## src/csf_consts.svh

```systemverilog
// offsets, field positions, reset values and counts of the comparator sample filter
`ifndef CSF_CONSTS_SVH
`define CSF_CONSTS_SVH
`define CSF_OFS_FILTCFG 12'h000
`define CSF_OFS_CTRL 12'h004
`define CSF_OFS_PERIOD 12'h008
`define CSF_OFS_STATUS 12'h00c
`define CSF_CTRL_EN 0
`define CSF_CTRL_INV 1
`define CSF_CTRL_WE 2
`define CSF_CTRL_SE 3
`define CSF_ST_OUT 0
`define CSF_ST_CFF 1
`define CSF_ST_CFR 2
`define CSF_ST_IEF 3
`define CSF_ST_IER 4
`define CSF_ST_DMA 6
`define CSF_CNT_W 3
`define CSF_PER_W 8
`define CSF_CNT_ONE 3'h1
`define CSF_CNT_ZERO 3'h0
`define CSF_PER_ZERO 8'h00
`define CSF_RST_OUT 1'b0
`endif

```

## src/csf_pkg.sv

```systemverilog
// types of the comparator sample filter
package csf_pkg;
    // filter operating modes
    typedef enum logic [2:0] {
        CSF_OFF = 3'h0,
        CSF_CONT = 3'h1,
        CSF_SAMP = 3'h3,
        CSF_FILT = 3'h2,
        CSF_WIN = 3'h6,
        CSF_WRES = 3'h7,
        CSF_WFILT = 3'h5
    } csf_mode_t;
    // edge request outputs
    typedef struct packed {
        logic irq;
        logic dmaReq;
    } csf_req_t;
endpackage : csf_pkg

```

## src/csf_filter.sv

```systemverilog
// comparator sample filter with edge flags, interrupt and dma request, axi4-lite slave
`timescale 1ns/1ps
`include "csf_consts.svh"
module csf_filter #(
    parameter int CNT_W = `CSF_CNT_W,
    parameter int PER_W = `CSF_PER_W
) (
    // clock and reset
    input wire logic mclk,
    input wire logic rst,
    // analog side
    input wire logic rawCompareIn,
    input wire logic windowIn,
    input wire logic sampleIn,
    // dma completion from dma engine
    input wire logic dmaDone,
    // axi4-lite write
    input wire logic [11:0] awaddr,
    input wire logic awvalid,
    output logic awready,
    input wire logic [31:0] wdata,
    input wire logic [3:0] wstrb,
    input wire logic wvalid,
    output logic wready,
    output logic [1:0] bresp,
    output logic bvalid,
    input wire logic bready,
    // axi4-lite read
    input wire logic [11:0] araddr,
    input wire logic arvalid,
    output logic arready,
    output logic [31:0] rdata,
    output logic [1:0] rresp,
    output logic rvalid,
    input wire logic rready,
    // outputs
    output logic filteredCompareOut,
    output csf_pkg::csf_req_t req
);
    // registers
    logic [CNT_W-1:0] filterSampleCount_q, filterSampleCount_d; // filter_config_reg
    logic [3:0] ctrl_q, ctrl_d; // compare_control_reg
    logic [PER_W-1:0] samplePeriodDivider_q, samplePeriodDivider_d; // filter_period_reg
    logic risingIrqEnable_q, risingIrqEnable_d;
    logic fallingIrqEnable_q, fallingIrqEnable_d;
    logic dmaRequestEnable_q, dmaRequestEnable_d;
    logic risingEdgeFlag_q, risingEdgeFlag_d;
    logic fallingEdgeFlag_q, fallingEdgeFlag_d;
    // bus state
    logic awHave_q, awHave_d, wHave_q, wHave_d;
    logic [11:0] awAddr_q, awAddr_d;
    logic [31:0] wData_q, wData_d;
    logic [3:0] wStrb_q, wStrb_d;
    logic bvalid_q, bvalid_d, rvalid_q, rvalid_d;
    logic [31:0] rdata_q, rdata_d;
    logic [1:0] bresp_q, bresp_d, rresp_q, rresp_d;
    // pin synchronisers
    logic [1:0] rawSync_q, winSync_q, smpSync_q, dmaSync_q;
    logic smpPrev_q, dmaPrev_q;
    // datapath state
    logic winLatch_q, winLatch_d;
    logic [PER_W-1:0] divCnt_q, divCnt_d;
    logic [CNT_W-1:0] agreeCnt_q, agreeCnt_d;
    logic filtOut_q, filtOut_d;
    logic outSync_q, outSync_d, outPrev_q;
    logic irq_q, irq_d, dmaReq_q, dmaReq_d;
    csf_pkg::csf_mode_t mode;
    logic src, tick, wrFire, dmaDoneEv, riseEv, fallEv;
    logic rawPol; // synchronised raw level after the polarity select

    // address decode used by both channels
    function automatic logic mapped(input logic [11:0] a);
        mapped = (a == `CSF_OFS_FILTCFG) || (a == `CSF_OFS_CTRL) || (a == `CSF_OFS_PERIOD) ||
                 (a == `CSF_OFS_STATUS);
    endfunction : mapped

    // mode decode from control fields
    always_comb begin
        logic cz, pz, c1;
        cz = (filterSampleCount_q == `CSF_CNT_ZERO);
        pz = (samplePeriodDivider_q == `CSF_PER_ZERO);
        c1 = (filterSampleCount_q == `CSF_CNT_ONE);
        if (!ctrl_q[`CSF_CTRL_EN]) begin
            mode = csf_pkg::CSF_OFF;
        end else if (ctrl_q[`CSF_CTRL_WE]) begin
            if (cz || pz) mode = csf_pkg::CSF_WIN;
            else if (c1) mode = csf_pkg::CSF_WRES;
            else mode = csf_pkg::CSF_WFILT;
        end else if (ctrl_q[`CSF_CTRL_SE]) begin
            mode = c1 || cz ? csf_pkg::CSF_SAMP : csf_pkg::CSF_FILT;
        end else if (cz || pz) begin
            mode = csf_pkg::CSF_CONT;
        end else begin
            mode = c1 ? csf_pkg::CSF_SAMP : csf_pkg::CSF_FILT;
        end
    end

    // sample source, timebase and agreement filter
    always_comb begin
        logic win, filtOn, thr;
        // polarity is applied behind the synchroniser so the pin meets two flops first
        rawPol = rawSync_q[1] ^ ctrl_q[`CSF_CTRL_INV];
        win = (mode == csf_pkg::CSF_WIN) || (mode == csf_pkg::CSF_WRES) || (mode == csf_pkg::CSF_WFILT);
        winLatch_d = win && winSync_q[1] ? rawPol : winLatch_q;
        src = win ? winLatch_q : rawPol;
        filtOn = (mode != csf_pkg::CSF_OFF) && (mode != csf_pkg::CSF_CONT) && (mode != csf_pkg::CSF_WIN);
        divCnt_d = divCnt_q;
        tick = 1'b0;
        if (!filtOn) begin
            divCnt_d = '0;
        end else if (ctrl_q[`CSF_CTRL_SE] && !win) begin
            tick = smpSync_q[1] && !smpPrev_q;
        end else if (divCnt_q >= samplePeriodDivider_q - PER_W'(1)) begin
            tick = 1'b1;
            divCnt_d = '0;
        end else begin
            divCnt_d = divCnt_q + PER_W'(1);
        end
        thr = (mode == csf_pkg::CSF_SAMP || mode == csf_pkg::CSF_WRES) ? 1'b1 :
              (agreeCnt_q + CNT_W'(1) >= filterSampleCount_q);
        agreeCnt_d = agreeCnt_q;
        filtOut_d = filtOut_q;
        if (!filtOn) begin
            agreeCnt_d = '0;
            filtOut_d = (mode == csf_pkg::CSF_OFF) ? `CSF_RST_OUT : src;
        end else if (tick) begin
            if (src == filtOut_q) begin
                agreeCnt_d = '0;
            end else if (thr) begin
                filtOut_d = src;
                agreeCnt_d = '0;
            end else begin
                agreeCnt_d = agreeCnt_q + CNT_W'(1);
            end
        end
        outSync_d = filtOut_q;
    end

    // edge flags, irq and dma request
    always_comb begin
        riseEv = outSync_q && !outPrev_q;
        fallEv = !outSync_q && outPrev_q;
        dmaDoneEv = dmaSync_q[1] && !dmaPrev_q;
        risingEdgeFlag_d = risingEdgeFlag_q;
        fallingEdgeFlag_d = fallingEdgeFlag_q;
        if (wrFire && wStrb_q[0] && awAddr_q == `CSF_OFS_STATUS) begin
            if (wData_q[`CSF_ST_CFR]) risingEdgeFlag_d = 1'b0;
            if (wData_q[`CSF_ST_CFF]) fallingEdgeFlag_d = 1'b0;
        end
        if (dmaDoneEv && dmaReq_q) begin
            risingEdgeFlag_d = 1'b0;
            fallingEdgeFlag_d = 1'b0;
        end
        if (riseEv) risingEdgeFlag_d = 1'b1;
        if (fallEv) fallingEdgeFlag_d = 1'b1;
        irq_d = !dmaRequestEnable_q && ((risingIrqEnable_q && risingEdgeFlag_q) ||
                (fallingIrqEnable_q && fallingEdgeFlag_q));
        dmaReq_d = dmaRequestEnable_q && ((risingIrqEnable_q && risingEdgeFlag_q) ||
                   (fallingIrqEnable_q && fallingEdgeFlag_q)) && !(dmaDoneEv && dmaReq_q);
    end

    // axi4-lite slave, write then read
    always_comb begin
        logic [31:0] m;
        m = '0;
        awHave_d = awHave_q;
        wHave_d = wHave_q;
        awAddr_d = awAddr_q;
        wData_d = wData_q;
        wStrb_d = wStrb_q;
        bvalid_d = bvalid_q && !bready;
        bresp_d = bresp_q;
        rvalid_d = rvalid_q && !rready;
        rdata_d = rdata_q;
        rresp_d = rresp_q;
        filterSampleCount_d = filterSampleCount_q;
        ctrl_d = ctrl_q;
        samplePeriodDivider_d = samplePeriodDivider_q;
        risingIrqEnable_d = risingIrqEnable_q;
        fallingIrqEnable_d = fallingIrqEnable_q;
        dmaRequestEnable_d = dmaRequestEnable_q;
        if (awvalid && awready) begin
            awHave_d = 1'b1;
            awAddr_d = awaddr;
        end
        if (wvalid && wready) begin
            wHave_d = 1'b1;
            wData_d = wdata;
            wStrb_d = wstrb;
        end
        wrFire = awHave_q && wHave_q && !bvalid_q;
        if (wrFire) begin
            awHave_d = 1'b0;
            wHave_d = 1'b0;
            bvalid_d = 1'b1;
            bresp_d = mapped(awAddr_q) ? 2'h0 : 2'h2;
            if (wStrb_q[0]) begin
                if (awAddr_q == `CSF_OFS_FILTCFG) begin
                    filterSampleCount_d = wData_q[CNT_W-1:0];
                end else if (awAddr_q == `CSF_OFS_CTRL) begin
                    ctrl_d = wData_q[3:0];
                end else if (awAddr_q == `CSF_OFS_PERIOD) begin
                    samplePeriodDivider_d = wData_q[PER_W-1:0];
                end else if (awAddr_q == `CSF_OFS_STATUS) begin
                    fallingIrqEnable_d = wData_q[`CSF_ST_IEF];
                    risingIrqEnable_d = wData_q[`CSF_ST_IER];
                    dmaRequestEnable_d = wData_q[`CSF_ST_DMA];
                end
            end
        end
        if (arvalid && arready) begin
            m = '0;
            if (araddr == `CSF_OFS_FILTCFG) begin
                m[CNT_W-1:0] = filterSampleCount_q;
            end else if (araddr == `CSF_OFS_CTRL) begin
                m[3:0] = ctrl_q;
            end else if (araddr == `CSF_OFS_PERIOD) begin
                m[PER_W-1:0] = samplePeriodDivider_q;
            end else if (araddr == `CSF_OFS_STATUS) begin
                m[`CSF_ST_OUT] = filtOut_q;
                m[`CSF_ST_CFF] = fallingEdgeFlag_q;
                m[`CSF_ST_CFR] = risingEdgeFlag_q;
                m[`CSF_ST_IEF] = fallingIrqEnable_q;
                m[`CSF_ST_IER] = risingIrqEnable_q;
                m[`CSF_ST_DMA] = dmaRequestEnable_q;
            end
            rvalid_d = 1'b1;
            rdata_d = m;
            rresp_d = mapped(araddr) ? 2'h0 : 2'h2;
        end
    end

    // ready terms from held state
    assign awready = !awHave_q;
    assign wready = !wHave_q;
    assign arready = !rvalid_q;

    // registering of all state
    always_ff @(posedge mclk) begin
        rawSync_q <= {rawSync_q[0], rawCompareIn};
        winSync_q <= {winSync_q[0], windowIn};
        smpSync_q <= {smpSync_q[0], sampleIn};
        dmaSync_q <= {dmaSync_q[0], dmaDone};
        if (rst) begin
            smpPrev_q <= 1'b0;
            dmaPrev_q <= 1'b0;
            filterSampleCount_q <= '0;
            ctrl_q <= '0;
            samplePeriodDivider_q <= '0;
            risingIrqEnable_q <= 1'b0;
            fallingIrqEnable_q <= 1'b0;
            dmaRequestEnable_q <= 1'b0;
            risingEdgeFlag_q <= 1'b0;
            fallingEdgeFlag_q <= 1'b0;
            awHave_q <= 1'b0;
            wHave_q <= 1'b0;
            awAddr_q <= '0;
            wData_q <= '0;
            wStrb_q <= '0;
            bvalid_q <= 1'b0;
            bresp_q <= 2'h0;
            rvalid_q <= 1'b0;
            rdata_q <= '0;
            rresp_q <= 2'h0;
            winLatch_q <= 1'b0;
            divCnt_q <= '0;
            agreeCnt_q <= '0;
            filtOut_q <= `CSF_RST_OUT;
            outSync_q <= 1'b0;
            outPrev_q <= 1'b0;
            irq_q <= 1'b0;
            dmaReq_q <= 1'b0;
        end else begin
            smpPrev_q <= smpSync_q[1];
            dmaPrev_q <= dmaSync_q[1];
            filterSampleCount_q <= filterSampleCount_d;
            ctrl_q <= ctrl_d;
            samplePeriodDivider_q <= samplePeriodDivider_d;
            risingIrqEnable_q <= risingIrqEnable_d;
            fallingIrqEnable_q <= fallingIrqEnable_d;
            dmaRequestEnable_q <= dmaRequestEnable_d;
            risingEdgeFlag_q <= risingEdgeFlag_d;
            fallingEdgeFlag_q <= fallingEdgeFlag_d;
            awHave_q <= awHave_d;
            wHave_q <= wHave_d;
            awAddr_q <= awAddr_d;
            wData_q <= wData_d;
            wStrb_q <= wStrb_d;
            bvalid_q <= bvalid_d;
            bresp_q <= bresp_d;
            rvalid_q <= rvalid_d;
            rdata_q <= rdata_d;
            rresp_q <= rresp_d;
            winLatch_q <= winLatch_d;
            divCnt_q <= divCnt_d;
            agreeCnt_q <= agreeCnt_d;
            filtOut_q <= filtOut_d;
            outSync_q <= outSync_d;
            outPrev_q <= outSync_q;
            irq_q <= irq_d;
            dmaReq_q <= dmaReq_d;
        end
    end

    // outputs straight from flip-flops
    assign filteredCompareOut = outSync_q;
    assign req = '{irq: irq_q, dmaReq: dmaReq_q};
    assign bvalid = bvalid_q;
    assign bresp = bresp_q;
    assign rvalid = rvalid_q;
    assign rdata = rdata_q;
    assign rresp = rresp_q;

    // checks
    AST_RISE_SETS: assert property (@(posedge mclk) disable iff (rst) riseEv |=> risingEdgeFlag_q)
        else $error("rising edge did not set flag");
    AST_FALL_SETS: assert property (@(posedge mclk) disable iff (rst) fallEv |=> fallingEdgeFlag_q)
        else $error("falling edge did not set flag");
    AST_IRQ_CAUSE: assert property (@(posedge mclk) disable iff (rst)
        irq_q |-> $past(risingIrqEnable_q && risingEdgeFlag_q || fallingIrqEnable_q && fallingEdgeFlag_q))
        else $error("irq without enabled flag");
    AST_IRQ_DROP: assert property (@(posedge mclk) disable iff (rst)
        (!risingEdgeFlag_q && !fallingEdgeFlag_q) |=> !irq_q)
        else $error("irq stayed with flags clear");
    AST_DMA_NO_IRQ: assert property (@(posedge mclk) disable iff (rst) dmaRequestEnable_q |=> !irq_q)
        else $error("irq raised while dma selected");
    AST_DMA_RAISE: assert property (@(posedge mclk) disable iff (rst)
        (dmaRequestEnable_q && risingIrqEnable_q && risingEdgeFlag_q && !dmaSync_q[1]) |=> dmaReq_q)
        else $error("dma request missing");
    AST_DISABLED_RESET: assert property (@(posedge mclk) disable iff (rst)
        (mode == csf_pkg::CSF_CONT || mode == csf_pkg::CSF_OFF) |=> agreeCnt_q == '0 && divCnt_q == '0)
        else $error("filter state not reset when disabled");
    AST_OFF_LOW: assert property (@(posedge mclk) disable iff (rst)
        (mode == csf_pkg::CSF_OFF) [*2] |=> !filteredCompareOut)
        else $error("output high while comparator off");
    AST_HOLD_NOTICK: assert property (@(posedge mclk) disable iff (rst)
        (mode == csf_pkg::CSF_FILT && !tick) |=> $stable(filtOut_q))
        else $error("filter output moved without a sample");
    AST_DIV_BOUND: assert property (@(posedge mclk) disable iff (rst)
        (mode == csf_pkg::CSF_FILT && !ctrl_q[`CSF_CTRL_SE]) |-> divCnt_q < samplePeriodDivider_q)
        else $error("divider count out of range");
endmodule : csf_filter

```

## config.mk

```make
export PLATFORM = sky130hd
export DESIGN_NAME = csf_filter
export DESIGN_NICKNAME = d
export VERILOG_FILES = /design/src/csf_pkg.sv /design/src/csf_filter.sv
export VERILOG_INCLUDE_DIRS = /design/src
export SDC_FILE = /design/constraint.sdc
export NUM_CORES = 1
export LEC_CHECK = 0
export ABC_AREA = 1
export BUFFER_PORTS_ARGS = -buffer_cell sky130_fd_sc_hd__buf_2
export CELL_PAD_IN_SITES_DETAIL_PLACEMENT = 0
export CELL_PAD_IN_SITES_GLOBAL_PLACEMENT = 1
export CORE_ASPECT_RATIO = 0.5
export CORE_MARGIN = 2
export CORE_UTILIZATION = 37
export CTS_CLUSTER_DIAMETER = 40
export CTS_CLUSTER_SIZE = 12
export DETAILED_ROUTE_END_ITERATION = 7
export HOLD_SLACK_MARGIN = 0.03
export PLACE_DENSITY = 0.81
export SETUP_SLACK_MARGIN = 0.02
export SLEW_MARGIN = 15
export SYNTH_ARGS = -nofsm -noshare
export SYNTH_HDL_FRONTEND = slang
export SYNTH_SLANG_ARGS = --single-unit
```

## constraint.sdc

```tcl
create_clock -name mclk -period 3.2 [get_ports mclk]
set_clock_uncertainty 0.15 [all_clocks]
set_input_delay 0.48 -clock mclk [delete_from_list [all_inputs] [get_ports mclk]]
set_output_delay 0.48 -clock mclk [all_outputs]
set_load 0.05 [all_outputs]
```

==> impl_metrics.csv <==
group,metric,value,unit
run_status,status,"complete, no violations",
setup_path,worst-path-max-fanout,4,
die,start_util,0.385,
setup_path,critical-path-max-stage-delay,0.37,ns
layout,drive_gt1_frac,0.164,
die,placementRows,26,
logic_synthesis,yosys-top-cells-area,"dfxtp_1, nor2_1, a21oi_1",
sta,layout_worst_path_cycle_share,0.780,
layout,area_delta_synth_final,15.7,%
grt,grt_usage,0.160,
pwr,ir_drop,0.241,mV
cts,cts.clk_slew.worst_paths,0.06,ns
place,finalWeightedCongestion,0.792,
flow_run,drv_cap,0,
detailed_routing,wl_per_cell,12.0,um
pwr,swShare,0.267,
detailed_routing,dr_total_vias,3426,
pwr,p_comb_frac,0.107,
grt,grt_max_degree,25,
die,die_x,151,um
setup_path,path_delay_family,"simple AND/OR/NAND/NOR gates",
sta,post-route-min-period,2.50,ns
cts,hold_buffers,0,
pwr,p_clk_frac,0.424,
detailed_routing,ant_nets,0,
detailed_routing,drtIter0Drc,143,
sta,setup_violations,0,
cts,cts.htree.levels,3,
logic_synthesis,synth_edf_count,0,
die,dieArea,11700,sq um
logic_synthesis,syn_inst,525,
sta,fmax,0.401,GHz
layout,mostFrequentLayoutCells,"dfxtp_1, nor2_1, inv_1",
logic_synthesis,avgSynthCellArea,7.58,sq um
place,portBuffers,61,
logic_synthesis,yosysTopAreaCellShare,0.412,
pwr,leakagePower,2.14,nW
sta,rsz0062_at_grt,"false",
cts,clockBufferDepth,2,
setup_path,endpoint_kind,"flip-flop",
logic_synthesis,ys_ff_latch,82,
setup_path,arrival,2.58,ns
logic_synthesis,ys.flop_type,"dfxtp_1",
cts,cts_tree,"yes",
grt,grt_pass1_wl,14.8,mm
logic_synthesis,ys_types,42,
grt,globalRouteOverflowTotal,0,
setup_path,cp.buffers_inverters,1,
sta,slew_viol_final,0,
pwr,power.density,498,nW/um^2
setup_path,path_class,"reg -> reg",
cts,insertion_delay,0.34,ns
sta,timing.setup.tns,0,ns
cts,cts_buffers,9,
setup_path,startpoint_type,"flip-flop",
sta,slew_headroom,0.513,
logic_synthesis,syn-cell-area,3980,sq um
detailed_routing,dr.pass1.iters,4,
setup_path,cpMostUsedCell,"nor2_1",
cts,cts-root-buf,"clkbuf_16",
logic_synthesis,synth_warnings,0,
worst_hold_path,hold_depth,1,
detailed_routing,drc,0,
setup_path,crit_chain,"nor2_2 > nand4_1 > nor3_1 > xor2_1 > ha_1 > a21o_1 > nor2_1 > nand4_1 > nand2_1 > inv_1 > nand3_1 > nand2_1 > nor2_1 > nor2_1",
sta,timing.final.hold_violations,0,
pwr,p_int,1.68,mW
layout,num-nets-final,672,
pwr,switchingPower,0.612,mW
setup_path,cp.depth,14,
cts,postCtsSetupBuffers,0,
detailed_routing,drt_wl_total,8.75,mm
die,die_y,77.3,um
setup_path,cp.required,3.28,ns
sta,tightest_slew,0.725,ns
setup_path,rr_worst_depth,14,
die,core-area,10300,sq um
detailed_routing,avgViaCountPerCell,4.69,
logic_synthesis,synth-async-reset-ratio,0,
die,io_pins,115,
grt,grt_pass1_vias,3166,
cts,cts-resized-gates,0,
worst_hold_path,min_path_type,"in -> reg",
layout,antennaDiodeCount,0,
layout,final_common_cell,"dfxtp_1",
logic_synthesis,synth_largest_area_cell,"dfxtp_1",
setup_path,r2r_setup_slack,0.70,ns
logic_synthesis,ys_seq_area_frac,0.412,
pwr,p_seq_frac,0.468,
layout,utilization,0.445,
setup_path,crit_path_top_delay_cell,"dfxtp_1",
place,dp_hpwl,6.50,mm
grt,antenna_found_initial,0,
cts,cts.sinks,82,
-- flip-flops by register name, summed over array words and instances, names as in the netlist, 3 cells and up --
signal,flops
awAddr_q,12
divCnt_q,8
rdata,8
samplePeriodDivider_q,8
wData_q,8
ctrl_q,4
agreeCnt_q,3
filterSampleCount_q,3
-- metrics by stage --
step	area (sq um)	worst slack (ns)	hold WS (ns)	std cells	total power, mW
CTS	4600	0.701	0.0738	730	2.32
global placement	4320	0.748	0.162	715	1.34
detailed placement	4320	0.714	0.164	715	1.34
finish	4600	0.705	0.0890	730	2.29
global route	4600	0.503	0.0739	730	2.39
floorplan	4070	0.827	0.160	550	1.31
-- synthesized netlist by cell type, types with 3 or more instances --
cell / instances
a21oi_1: 53
a22oi_1: 3
buf_4: 28
clkbuf_1: 9
dfxtp_1: 82
ha_1: 15
inv_1: 65
inv_2: 4
nand2_1: 53
nand2_2: 4
nand3_1: 18
nand4_1: 6
nor2_1: 71
nor2_2: 3
nor3_1: 6
o21ai_0: 52
o21ai_1: 8
o221ai_1: 3
o22ai_1: 3
xnor2_1: 4
xor2_1: 9
-- routing by layer --
metal | GRT usage | wire length (um)
met1 | 0.213 | 4360
met2 | 0.247 | 3800
met3 | 0.0482 | 479
met5 | 0 | 0
met4 | 0.0570 | 104
-- layout make-up --
class | count | area [sq um]
Clock buffer | 12 | 256
Clock inverter | 3 | 23.8
Fill cell | 1106 | 5740
Inverter | 69 | 259
Multi-Input combinational cell | 358 | 1900
Sequential cell | 82 | 1640
Tap cell | 140 | 175
Timing Repair Buffer | 66 | 343
-- power by group through the flow --
| stage | clock, mW | combinational [mW] | sequential [mW] |
|---|---|---|---|
| after global placement | 0 | 0.246 | 1.10 |
| after global routing | 1.04 | 0.271 | 1.08 |
| after detailed placement | 0 | 0.246 | 1.10 |
| after floorplan | 0 | 0.193 | 1.11 |
| after CTS | 1.00 | 0.247 | 1.07 |
| final | 0.973 | 0.246 | 1.07 |
-- worst paths after layout --
path | startpoint | to
worst min register to register | rawSync_q[0] | rawSync_q[1]
worst min-delay path | dmaDone | dmaSync_q[0]
worst max-delay path | samplePeriodDivider_q[3] | filtOut_q
worst max register to register | samplePeriodDivider_q[3] | filtOut_q
-- cells by family after synthesis --
kind of cell,Yosys count,share of synthesized area
DFF,82,0.412
AOI/OAI and AO/OA,132,0.180
xor gates and xnor gates,13,0.0286
buffers and inverters,110,0.133
other,1,0.000942
and+or+nand+nor,172,0.198
adders and majority gates,15,0.0472
Power figures use the tool's default switching activity.
